## src/rtl/gqw_pkg.sv

```systemverilog
// package: constants and types for the gpio input qualifier and wake block
package gqw_pkg;
  localparam int          GQW_GROUP_PINS   = 8;
  localparam int          GQW_PRD_W        = 8;
  localparam int          GQW_STBY_W       = 6;
  localparam int          GQW_CNT_W        = 9;
  localparam int          GQW_LAT_W        = 11;
  localparam int          GQW_SAMPLES_3    = 3;
  localparam int          GQW_SAMPLES_6    = 6;
  localparam int          GQW_CLK_NS       = 25;
  localparam int          GQW_OSC_DIV      = 2;
  localparam int          GQW_LPM_GUARD    = 4;
  localparam int          GQW_STBY_BASE    = 2;
  localparam int          GQW_STBY_UNQ     = 3;
  localparam logic [10:0] GQW_LAT_FAST     = 11'h014;
  localparam logic [10:0] GQW_LAT_SLEEP    = 11'h41a;
  localparam logic [10:0] GQW_WAKE_PIPE    = 11'h004;
  localparam logic [8:0]  GQW_CNT_RST      = 9'h000;

  typedef enum logic [1:0] {
    GQW_RUN   = 2'b00,
    GQW_IDLE  = 2'b01,
    GQW_STBY  = 2'b10,
    GQW_WAKE  = 2'b11
  } gqw_mode_e;
endpackage

```

## src/rtl/gqw_qual_group.sv

```systemverilog
// module: qualifier for one group of eight pins sharing one period
`timescale 1ns/10ps
module gqw_qual_group
  import gqw_pkg::*;
#(
  parameter int PINS = gqw_pkg::GQW_GROUP_PINS
) (
  input  wire logic                          sys_clk,
  input  wire logic                          rst,
  input  wire logic [PINS-1:0]               pin_sync,
  input  wire logic [gqw_pkg::GQW_PRD_W-1:0] qual_period_field,
  input  wire logic [PINS-1:0]               qual_six,
  output logic      [PINS-1:0]               qual_out,
  output logic                               sample_tick
);
  import gqw_pkg::*;

  if (PINS < 1) begin : bad_pins
    $error("gqw_qual_group: PINS must be positive");
  end

  typedef struct packed {
    logic [GQW_CNT_W-1:0] cnt;
    logic                 tick;
    logic [PINS-1:0][5:0] hist;
    logic [PINS-1:0]      q;
  } gqw_grp_s;

  gqw_grp_s st;
  gqw_grp_s next_st;
  logic [GQW_CNT_W-1:0] limit;

  // one sample per 2n clocks, or every clock when n is zero
  assign limit = (qual_period_field == '0) ? GQW_CNT_RST :
                 GQW_CNT_W'({qual_period_field, 1'b0} - 9'h001);

  always_comb begin
    next_st      = st;
    next_st.tick = 1'b0;
    if (st.cnt >= limit) begin
      next_st.cnt  = GQW_CNT_RST;
      next_st.tick = 1'b1;
    end else begin
      next_st.cnt = st.cnt + 9'h001;
    end
    for (int i = 0; i < PINS; i++) begin
      if (next_st.tick) begin
        next_st.hist[i] = {st.hist[i][4:0], pin_sync[i]};
      end
      // output moves only when every sample in the window agrees
      if (qual_six[i]) begin
        if (&st.hist[i]) next_st.q[i] = 1'b1;
        else if (~|st.hist[i]) next_st.q[i] = 1'b0;
      end else begin
        if (&st.hist[i][2:0]) next_st.q[i] = 1'b1;
        else if (~|st.hist[i][2:0]) next_st.q[i] = 1'b0;
      end
    end
  end

  always_ff @(posedge sys_clk or posedge rst) begin
    if (rst) begin
      st <= '0;
    end else begin
      st <= next_st;
    end
  end

  assign qual_out    = st.q;
  assign sample_tick = st.tick;

  three_agree_a: assert property (@(posedge sys_clk) disable iff (rst)
    (!qual_six[0] && st.hist[0][2:0] == 3'h7)
      |=> st.q[0])
    else $error("three equal high samples did not set output");
  six_hold_a: assert property (@(posedge sys_clk) disable iff (rst)
    (qual_six[0] && st.hist[0] != 6'h3f && st.hist[0] != 6'h00)
      |=> $stable(st.q[0]))
    else $error("output changed without sample agreement");
  zero_period_a: assert property (@(posedge sys_clk) disable iff (rst)
    (qual_period_field == 8'h00 && $past(qual_period_field) == 8'h00
     && !$past(rst)) |-> st.tick)
    else $error("period zero missed a sample");
  tick_space_a: assert property (@(posedge sys_clk) disable iff (rst)
    (qual_period_field == 8'h01 && st.tick) |=> !st.tick ##1 st.tick)
    else $error("period one did not sample every two cycles");
endmodule

```

## src/rtl/gqw_top.sv

```systemverilog
// module: gpio input qualifier with low-power wake timing
`timescale 1ns/10ps
module gqw_top
  import gqw_pkg::*;
#(
  parameter int GROUPS = 1
) (
  input  wire logic                               sys_clk,
  input  wire logic                               rst,
  input  wire logic [GROUPS*gqw_pkg::GQW_GROUP_PINS-1:0] gpio_pin,
  input  wire logic [GROUPS*gqw_pkg::GQW_PRD_W-1:0] qual_period_field,
  input  wire logic [GROUPS*gqw_pkg::GQW_GROUP_PINS-1:0] qual_sample_select_reg,
  input  wire logic [GROUPS*gqw_pkg::GQW_GROUP_PINS-1:0] qual_enable,
  input  wire logic [gqw_pkg::GQW_STBY_W-1:0]     standby_qual_count,
  input  wire logic                               idle_enter,
  input  wire logic                               standby_sel,
  input  wire logic                               flash_sleep,
  input  wire logic                               int_wake,
  input  wire logic                               watchdog_wake_int,
  input  wire logic                               nonmaskable_ext_int,
  input  wire logic                               device_reset_pin,
  input  wire logic [GROUPS*gqw_pkg::GQW_GROUP_PINS-1:0] wake_pin_sel,
  output logic      [GROUPS*gqw_pkg::GQW_GROUP_PINS-1:0] gpio_in,
  output logic                                    lpm_active,
  output logic                                    resume
);
  import gqw_pkg::*;

  localparam int NP = GROUPS * GQW_GROUP_PINS;

  if (GROUPS < 1) begin : bad_groups
    $error("gqw_top: GROUPS must be positive");
  end

  typedef struct packed {
    logic [NP-1:0]           s1;
    logic [NP-1:0]           s2;
    logic [3:0]              ext1;
    logic [3:0]              ext2;
    logic [NP-1:0]           gin;
    gqw_mode_e               mode;
    logic [GQW_LAT_W-1:0]    lat;
    logic [GQW_STBY_W:0]     wcnt;
    logic                    osc_en;
    logic                    osc_ph;
    logic [2:0]              guard;
    logic                    resume;
    logic                    lpm;
  } gqw_top_s;

  gqw_top_s st;
  gqw_top_s next_st;
  logic [NP-1:0] qual_q;
  logic [NP-1:0] unq_q;
  logic [NP-1:0] sel_pins;
  logic          pin_wake;
  logic          other_wake;
  logic [GQW_STBY_W:0] stby_need;

  // sync and decode stages before wake entry count against the limit
  function automatic logic [GQW_LAT_W-1:0] wake_lat(input logic sleep);
    wake_lat = (sleep ? GQW_LAT_SLEEP : GQW_LAT_FAST) - GQW_WAKE_PIPE;
  endfunction

  for (genvar g = 0; g < GROUPS; g++) begin : grp
    gqw_qual_group #(
      .PINS (GQW_GROUP_PINS)
    ) u_grp (
      .sys_clk           (sys_clk),
      .rst               (rst),
      .pin_sync          (st.s2[g*GQW_GROUP_PINS +: GQW_GROUP_PINS]),
      .qual_period_field (qual_period_field[g*GQW_PRD_W +: GQW_PRD_W]),
      .qual_six          (qual_sample_select_reg[g*GQW_GROUP_PINS +:
                                                 GQW_GROUP_PINS]),
      .qual_out          (qual_q[g*GQW_GROUP_PINS +: GQW_GROUP_PINS]),
      .sample_tick       ()
    );
  end

  // unqualified pins use the synchronised level directly
  assign unq_q    = st.s2;
  assign sel_pins = st.gin & wake_pin_sel;
  assign pin_wake = |sel_pins;
  assign other_wake = st.ext2[0] | st.ext2[1] | st.ext2[2] | st.ext2[3];
  assign stby_need = (GQW_STBY_W+1)'(GQW_STBY_BASE) +
                     {1'b0, standby_qual_count};

  always_comb begin
    next_st        = st;
    next_st.s1     = gpio_pin;
    next_st.s2     = st.s1;
    next_st.ext1   = {int_wake, watchdog_wake_int, nonmaskable_ext_int,
                      ~device_reset_pin};
    next_st.ext2   = st.ext1;
    next_st.gin    = (qual_q & qual_enable) | (unq_q & ~qual_enable);
    next_st.resume = 1'b0;
    // oscillator-rate enable: the oscillator runs at half the core clock
    next_st.osc_ph = ~st.osc_ph;
    next_st.osc_en = st.osc_ph;
    unique case (st.mode)
      GQW_RUN: begin
        next_st.guard = '0;
        next_st.wcnt  = '0;
        if (idle_enter) begin
          next_st.mode = standby_sel ? GQW_STBY : GQW_IDLE;
        end
      end
      GQW_IDLE, GQW_STBY: begin
        // wake sources are ignored until the guard interval has passed
        if (st.guard < 3'(GQW_LPM_GUARD)) begin
          if (st.osc_en) next_st.guard = st.guard + 3'h1;
        end else if (st.mode == GQW_IDLE) begin
          if (pin_wake || other_wake) begin
            next_st.mode = GQW_WAKE;
            next_st.lat  = wake_lat(flash_sleep);
          end
        end else begin
          // standby counts wake length in oscillator cycles
          if (!(pin_wake || other_wake)) begin
            next_st.wcnt = '0;
          end else if (st.osc_en) begin
            next_st.wcnt = st.wcnt + 7'h01;
          end
          if (st.wcnt >= (|(sel_pins & qual_enable) ? stby_need :
                          7'(GQW_STBY_UNQ))) begin
            next_st.mode = GQW_WAKE;
            next_st.lat  = wake_lat(flash_sleep);
          end
        end
      end
      GQW_WAKE: begin
        // resume marks the first instruction after idle, not the isr
        if (st.lat <= 11'h001) begin
          next_st.mode   = GQW_RUN;
          next_st.resume = 1'b1;
        end else begin
          next_st.lat = st.lat - 11'h001;
        end
      end
    endcase
    next_st.lpm = (next_st.mode != GQW_RUN);
  end

  always_ff @(posedge sys_clk or posedge rst) begin
    if (rst) begin
      st <= '0;
    end else begin
      st <= next_st;
    end
  end

  assign gpio_in    = st.gin;
  assign lpm_active = st.lpm;
  assign resume     = st.resume;

  sync_path_a: assert property (@(posedge sys_clk) disable iff (rst)
    ##2 st.s2 == $past(gpio_pin, 2))
    else $error("pin synchroniser is not two stages");
  guard_hold_a: assert property (@(posedge sys_clk) disable iff (rst)
    (st.mode == GQW_IDLE && st.guard < 3'h4) |=> st.mode != GQW_WAKE)
    else $error("wake taken inside guard interval");
  fast_lat_a: assert property (@(posedge sys_clk) disable iff (rst)
    ($rose(st.mode == GQW_WAKE) && st.lat == 11'h010)
      |-> ##[1:16] st.resume)
    else $error("fast wake resume latency exceeded");
  idle_exit_a: assert property (@(posedge sys_clk) disable iff (rst)
    (st.mode == GQW_IDLE && st.guard == 3'h4 && other_wake)
      |=> st.mode == GQW_WAKE)
    else $error("idle not exited on wake source");
endmodule

```

## config.mk

```make
export PLATFORM = sky130hd
export DESIGN_NAME = gqw_top
export DESIGN_NICKNAME = d
export VERILOG_FILES = /design/src/rtl/gqw_pkg.sv /design/src/rtl/gqw_qual_group.sv /design/src/rtl/gqw_top.sv
export SDC_FILE = /design/constraint.sdc
export NUM_CORES = 1
export LEC_CHECK = 0
export ABC_AREA = 0
export BUFFER_PORTS_ARGS = -buffer_cell sky130_fd_sc_hd__buf_2
export CAP_MARGIN = 20
export CORE_MARGIN = 4
export CORE_UTILIZATION = 35
export CTS_CLUSTER_SIZE = 28
export DETAILED_ROUTE_END_ITERATION = 10
export GPL_TIMING_DRIVEN = 0
export PLACE_DENSITY = 0.5
export SLEW_MARGIN = 20
export SYNTH_ARGS = -nofsm -noshare
export SYNTH_HDL_FRONTEND = slang
export SYNTH_SLANG_ARGS = --single-unit
```

## constraint.sdc

```tcl
create_clock -name sys_clk -period 7.4 [get_ports sys_clk]
set_input_delay 0.37 -clock sys_clk [delete_from_list [all_inputs] [get_ports sys_clk]]
set_output_delay 0.37 -clock sys_clk [all_outputs]
set_load 0.02 [all_outputs]
```

# Word level (Yosys, flattened, before mapping)

Index checks and enable logic that the tools add are counted.

Bits in registers: 124
Latch bits: 0
Bits in writable memories: 0
Memory bits (read-only): 0
Input port bits: 55
Word-level logic and storage cells: 195
Memories: 0

$add $sub $neg: 7
$mul: 0
Divide/modulo/power cells: 0
Order comparisons: 4
Equality and inequality tests: 27
Shifts and indexed selects: 0
Multiplexer cells: 64
Bitwise operators: 11
Reduce and logical (&&, ||, !) cells: 52

Operators by type and width:

| kind                  | number |
|---|---|
| $ne 3x2->1 const B    | 16 |
| $reduce_and 6->1      | 8 |
| $reduce_or 6->1       | 8 |
| $mux 1                | 43 |
| $mux 13               | 3 |
| $and 8x8->8           | 4 |
| $mux 7                | 4 |
| $reduce_and 3->1      | 9 |
| $reduce_or 3->1       | 8 |
| $mux 11               | 2 |
| $pmux 11 s2           | 1 |
| $mux 20               | 1 |
| $mux 9                | 2 |
| $reduce_and 2->1      | 8 |
| $reduce_or 8->1       | 2 |
| $pmux 7 s2            | 1 |
| $le 11x1->1 const B   | 1 |
| $sub 11x1->11 const B | 1 |
| $sub 11x3->11 const B | 1 |
| $ne 2x2->1 const B    | 5 |
| $add 9x1->9 const B   | 1 |
| $ge 9x9->1            | 1 |
| $ne 3x3->1 const B    | 3 |
| $sub 9x1->9 const B   | 1 |
| 22 further kinds      | 31 |

# Longest topological paths before layout

Gate-level depths: netlist (run 1).

Depth in word-level cells: 10
Mapped depth: 15
Gate-level depth less buffers: 12

# Modules after synthesis

Synthesis (run 1) repeated with hierarchy kept, for this count alone.

Cell total of the unflattened synthesis: 547
Area total of the unflattened synthesis: 6025.8 sq um

Modules (own cells, without submodules):

| module         | instances | cells an instance | area each (sq um) | sequential area each (sq um) |
|---|---|---|---|---|
| gqw_qual_group | 1         | 280               | 3180.6            | 1651.6 |
| gqw_top        | 1         | 267               | 2845.2            | 1476.4 |

# Worst setup path before layout (run 1)

Ideal clock, no wire load.

Path type: in2reg
From: input qual_period_field[0] (netlist bit)
To: register grp[0].u_grp.st[41] (netlist bit)
Library setup time: 125 ps
Arrival: 3186 ps
Data required time: 7275 ps
Setup slack: 4089 ps
Stages: 15
Path through: inv_1 ha_1 nor2b_1 nand3b_1 or3_1 clkbuf_1 ha_1 nand2b_1 a21oi_1 o21ai_0 a21oi_1 o21ai_0 clkbuf_1 clkbuf_1 mux2_2

Word-level cells in the longest chain between the ends: 4
Elaborated cells on any way between the ends: 5
Those cells by class: add/sub (1); order compare (1); mux (2); reduce/logical (1)

Ends and longest elaborated chain:

| element                                        | RTL line                                   | source |
|---|---|---|
| from (decl)                                    | gqw_top.sv:11                              | `input wire logic [GROUPS*gqw_pkg::GQW_PRD_W-1:0] qual_period_field,` |
| $sub 9x1->9 or $logic_not 8->1 (tied branches) | gqw_qual_group.sv:35, gqw_qual_group.sv:34 |  |
| $mux 9 (*)                                     | gqw_qual_group.sv:34                       | `assign limit = (qual_period_field == '0) ? GQW_CNT_RST :` |
| $ge 9x9->1 (*)                                 | gqw_qual_group.sv:40                       | `if (st.cnt >= limit) begin` |
| $mux 1 (*)                                     | gqw_qual_group.sv:40                       |  |
| to (signal assigned)                           | gqw_qual_group.sv:65                       | `st <= next_st;` |
| to (decl)                                      | gqw_qual_group.sv:29                       | `gqw_grp_s st;` |

Every way passes the cells marked *; elsewhere a longest branch is shown, timed or not.
A chain may end at the register's enable or synchronous reset.

# Final worst setup path (run 1)

Ends and elaborated chain as after synthesis.

==> metrics.txt, run 1 <==
CP Launch Type input port; vias post-DR 4232; Synthesized Nets 618; First-pass DRT Iterations 4; final worst-path cycle share 0.493; Ant. Diodes 0; Achievable Freq 0.274 GHz; CP cell instances buf_2 -> inv_1 -> ha_1 -> nor2b_1 -> nand3b_1 -> or3_1 -> clkbuf_1 -> ha_1 -> nand2b_1 -> a21oi_1 -> o21ai_0 -> a21oi_1 -> o21ai_0 -> clkbuf_1 -> clkbuf_1 -> mux2_2; async set-reset flop share out of synthesis 1.00; Post-CTS Setup Inserts 0; Initial Util 0.358; number of synthesized flops with an enable pin 0; fill cell count 1551; sequential share of the synthesized area 0.521; CP Data Required Time 7.70 ns; DRT Wirelength 12400 um; PwrDens 291 nW/um2; Comb pwr share 0.166; DR DRC count 0; Max-Cap Viols 0; HP Start gpio_pin[4]; final setup fails 0; Layout Nets 702; vias per inst 4.97; setup TNS 0 ns; status completed; post-CTS resize count 0; Syn Area/Cell 11.1 um2; clock tree buffer depth 2; most frequent cells after synthesis 124 x dfrtp_1, 57 x mux2_2, 42 x a21oi_1; first-pass GRT wire length 21200 um; Final Max Tran Viols 0; worst setup path start qual_period_field[0]; fin crit period 3.65 ns; Post-Syn Instances 535; Overflow after GRT 0; Chip Width 138 um; CTS buffer count 17; Port Buffer Count 64; Skew-Pair Late Insertion Delay 0.41 ns; Peak VDD IR 165 uV; Clock power frac 0.398; dpl hpwl 8970 um; CTS Hold Bufs 0; area of the core 16600 um2; critical path type in -> reg; H-tree levels 4; Critical Path End Type flip-flop; share of power burned in registers 0.436; Pwr Total 0.00209 W; Sink Count 124; share of cells above drive strength 1 0.277; Final Hold Viols 0; Slew @ Worst Pin 0.837 ns; cells on worst reg2reg path 12; antenna viol nets, final 0; Synth area leader dfrtp_1; gpl congestion 0.800; R2R Setup Slk 3.80 ns; worst hold path class in -> reg; Die Y 138 um; ys flop type dfrtp_1; Worst Path Arrival 3.95 ns; Iter 0 DRT Violations 230; Crit Path Max Fanout 10; Worst Hold Depth 1; leakage 3.39 nW; WL per Instance 14.5 um; synth warn 0; most frequent cell after synthesis dfrtp_1; vias in the first global route 4437; clock skew 0.00578 ns; Sw Ratio 0.279; All-Layer GR Usage 0.134; TritonCTS clock tree yes; Synth-to-Final Area Change 20.7%; RSZ-0062 raised after global routing no; largest net degree at the start of global routing 72; Reg clk slew, reported paths 0.06 ns; post-synth cell types 53; FF+latch count, synth 124; CP max stage delay 0.45 ns; most used cell along the critical path clkbuf_1; Crit-path slowest cell clkbuf_1; # IOs 65; Rel. slew slack 0.442; internal power 0.00151 W; NetSw 0.000584 W; Rows 47; Area contributors post-synth dfrtp_1 52%, mux2_2 11%, ha_1 5.9%, a21oi_1 3.5%, nand2_1 2.5%; antenna violations before repair 1; clk root buf clkbuf_16; Syn Std Cell Area 5960 um2; FF-to-FF Start gpio_in[7]; top-area cell type share of the netlist area 0.521; Die ar. 19200 um2
[layout make-up]
class | count | area (um2) | share of cell area
clock inverters | 12 | 136 | 0.0190
flip-flops and latches | 124 | 3100 | 0.432
repair buffers | 65 | 348 | 0.0484
plain buffers | 19 | 109 | 0.0151
multi-input cells | 374 | 2680 | 0.373
well taps | 220 | 275 | 0.0383
inverters | 18 | 72.6 | 0.0101
clock buffers | 20 | 467 | 0.0649
[power by group through the flow]
stage               Clock [W]  Combinational, W  Sequential, W
floorplan                   0          0.000276       0.000888
global placement            0          0.000336       0.000921
detailed placement          0          0.000351       0.000923
CTS                  0.000853          0.000354       0.000913
global route         0.000887          0.000397       0.000935
finish               0.000833          0.000347       0.000913
[cells by family (layout without fill, tap and decap cells)]
kind of cell               count (synthesis)  count (layout)  share of synthesized area
AOI/OAI and AO/OA                        110             110                      0.116
and+or+nand+nor                          155             155                      0.131
adders and majority gates                 28              28                     0.0588
buffers and inverters                     37             134                     0.0296
muxes                                     62              62                      0.116
DFF                                      124             124                      0.521
xor gates and xnor gates                  19              19                     0.0279
[final timing paths]
check | end
max | grp[0].u_grp.st[41]
min | next_st[47]
max reg2reg | st[24]
min reg2reg | st[38]
max in group asynchronous | grp[0].u_grp.st[11]
min in group asynchronous | st[24]
[through the flow]
stage	instances	instance area (um2)	hold slack, ns	util	setup WS, ns
floorplan	535	5960	0.331	-	3.73
global placement	819	6560	0.332	0.394	2.25
detailed placement	820	6590	0.335	0.396	3.33
CTS	852	7190	0.0438	0.432	3.68
global route	852	7190	0.0356	0.432	3.38
finish	852	7190	0.0632	0.432	3.75
[critical path: cells and delay by family]
kind | cells | cell delay, ns
adder cells (fa/ha/maj) | 2 | 0.46
multiplexers | 1 | 0.38
buffers and inverters | 5 | 1.23
AO/OA/AOI/OAI | 4 | 0.65
AND/OR/NAND/NOR | 4 | 0.85
[layout by cell type, fill, tap and decap left out, drive strengths merged, types with 3 or more instances in the layout]
master / n
nor2: 39
and3: 6
a32oi: 3
a211oi: 3
a31oi: 7
a22o: 3
mux2: 57
nand2b: 5
and2: 4
nor3: 13
nand2: 40
a21oi: 42
or3: 4
nand3: 8
inv: 21
dfrtp: 124
a21o: 4
mux2i: 5
o21ai: 16
xnor2: 9
clkinv: 4
buf: 77
ha: 28
clkbuf: 27
or4: 6
o31ai: 13
a21boi: 4
clkinvlp: 3
xor2: 10
nor2b: 13
nand4: 7
[registers in the layout, indices dropped and copies added, names as in the netlist]
signal and count:
unq_q 8, next_st 13, lpm_active 1, grp.u_grp.qual_out 8, gpio_in 8, grp.u_grp.st 57, st 28, resume 1
[routing by layer]
metal | part of all wire | GRT usage | up-vias
li1 | - | - | 2095
met2 | 0.49 | 0.225 | 57
met5 | 0.00097 | 0 | -
met3 | 0.035 | 0.0421 | 9
met1 | 0.47 | 0.169 | 2069
met4 | 0.0075 | 0.0374 | 2
(Power assumes the default switching activity.)
==> run 2, diff against run 1 <==
==> constraint.sdc (replaced) <==
create_clock -name sys_clk -period 3.75 [get_ports sys_clk]
set_input_delay 0.1875 -clock sys_clk [delete_from_list [all_inputs] [get_ports sys_clk]]
set_output_delay 0.1875 -clock sys_clk [all_outputs]
set_load 0.02 [all_outputs]
==> metrics.txt, run 2 (same netlist as run 1, synthesis figures left out) <==
largest register by flop count grp.u_grp.st; Achievable Freq 0.293 GHz; H-tree levels 4 (unchanged); First-pass DRT Iterations 4 (unchanged); fill cell count 1537 (-0.90%); TritonCTS clock tree yes; commonest non-fill, non-tap cell in the layout dfrtp_1; clk root buf clkbuf_16; Die ar. 19200 um2 (unchanged); critical path type reg -> reg; antenna violations before repair 1 (unchanged); vias post-DR 4289 (+1.3%); DR DRC count 0 (unchanged); Overflow after GRT 0 (unchanged); antenna viol nets, final 0 (unchanged); PwrDens 565 nW/um2 (+94%); Crit Path Max Fanout 10 (unchanged); Final Max Tran Viols 0 (unchanged); fin crit period 3.42 ns; clock skew 0.00750 ns (+0.00173 ns); final worst-path cycle share 0.911; Ant. Diodes 0 (unchanged); max FFs per register 57 (unchanged); Post-CTS Setup Inserts 0 (unchanged); Final Hold Viols 0 (unchanged); Iter 0 DRT Violations 212 (-7.8%); Post-Place Cells 820 (unchanged); Rel. slew slack 0.440 (-0.00252); Sink Count 124 (unchanged); vias in the first global route 4466 (+0.65%); status completed; CTS buffer count 17 (unchanged); setup TNS 0 ns (unchanged); vias per inst 4.96 (-0.18%); Peak VDD IR 324 uV (+97%); leakage 3.45 nW (+1.8%); CP Data Required Time 4.04 ns (-3.66 ns); # IOs 65 (unchanged); Port Buffer Count 64 (unchanged); Layout Nets 715 (+1.9%); Chip Width 138 um (unchanged); Worst Path Arrival 3.71 ns (-0.24 ns); Critical Path End Type flip-flop; clock tree buffer depth 2 (unchanged); area of the core 16600 um2 (unchanged); Die Y 138 um (unchanged); Skew-Pair Late Insertion Delay 0.41 ns (about the same); largest net degree at the start of global routing 72 (unchanged); DRT Wirelength 12500 um (+1.1%); dpl hpwl 8970 um (unchanged); share of cells above drive strength 1 0.274 (-0.00248); Slew @ Worst Pin 0.841 ns (+0.00378 ns); WL per Instance 14.4 um (-0.41%); Placement Setup Slack -0.138 ns (-3.47 ns); Rows 47 (unchanged); most frequent cells in the layout 124 x dfrtp_1, 67 x buf_2, 57 x mux2_2, 42 x a21oi_1, 40 x nand2_1; Post-Layout Cell Count 865 (+1.5%); gpl congestion 0.800 (unchanged); first-pass GRT wire length 21400 um (+0.58%); Reg clk slew, reported paths 0.06 ns (about the same); Initial Util 0.358 (unchanged); worst hold path class in -> reg; final setup fails 0 (unchanged); Synth-to-Final Area Change 23.0%; CP Launch Type flip-flop; Fin Hold WS 0.0395 ns (-0.0237 ns); All-Layer GR Usage 0.135 (+0.000806); final worst slack 0.333 ns (-3.42 ns); RSZ-0062 raised after global routing yes; Max-Cap Viols 0 (unchanged)
-- run 2: cell count changes in the layout (fill, tap and decap cells not counted) --
cell,before,now
clkbuf_2,0,1
a2bb2oi_2,0,1
clkbuf_1,7,6
a2bb2oi_1,1,0
dlygate4sd3_1,0,13
-- run 2: area by class of cell --
| type | count | area (um2) | share of cell area |
|---|---|---|---|
| inverter | 18 | 72.6 | 0.00990 |
| timing repair buffer | 78 | 478 | 0.0652 |
| buffer | 19 | 110 | 0.0150 |
| clock inverter | 12 | 136 | 0.0186 |
| sequential | 124 | 3100 | 0.423 |
| clock buffer | 20 | 467 | 0.0637 |
| tap | 220 | 275 | 0.0376 |
| multi-input combinational | 374 | 2690 | 0.367 |
-- run 2: worst paths after layout --
path                                startpoint                   to  slack (ns)  depth (start not counted)
worst max-delay path                gpio_in[7]               st[24]        0.33                         12
worst min-delay path            qual_enable[1]           gpio_in[1]        0.04                          2
worst max register to register      gpio_in[7]               st[24]        0.33                         12
worst min register to register     next_st[49]             unq_q[6]        0.35                          0
max in group asynchronous                  rst  grp[0].u_grp.st[61]        2.59                          4
min in group asynchronous                  rst               st[38]        0.46                          3
-- run 2: critical path, cell delays in order, from the launching register on --
cell and delay (ns):
dfrtp_1 0.40, and3_1 0.17, a31oi_1 0.28, nand4_1 0.35, nand2_1 0.15, ha_1 0.25, a211o_1 0.30, a21oi_1 0.20
o211ai_1 0.23, a2bb2oi_2 0.36, buf_2 0.28, nor2_1 0.13, a22o_1 0.20
-- run 2: stage by stage --
| step | power, W | utilization | area [um2] |
|---|---|---|---|
| after global routing | 0.00439 | 0.440 | 7330 |
| after global placement | 0.00248 | 0.394 | 6560 |
| after detailed placement | 0.00251 | 0.396 | 6590 |
| after CTS | 0.00419 | 0.440 | 7320 |
| final | 0.00414 | 0.440 | 7330 |
| after floorplan | 0.00230 | - | 5960 |
-- run 2: what timing repair did --
item                       in CTS  in global routing
resized for setup               0                  3
hold buffers                   13                  0
hold endpoints to repair       82                  0
setup endpoints to repair       0                 20
-- run 2: per-layer routing --
layer  part of all wire  GRT usage  wire length [um]
met5            0.00056          0                 7
met1               0.47      0.169              5860
met4             0.0060     0.0374                75
met3              0.035     0.0421               441
met2               0.49      0.226              6110
-- run 2: where the power goes --
part / switching, W / total [W] / internal (W)
Sequential: 0.000233 / 0.00180 / 0.00157
Combinational: 0.000314 / 0.000694 / 0.000380
Clock: 0.000607 / 0.00164 / 0.00104
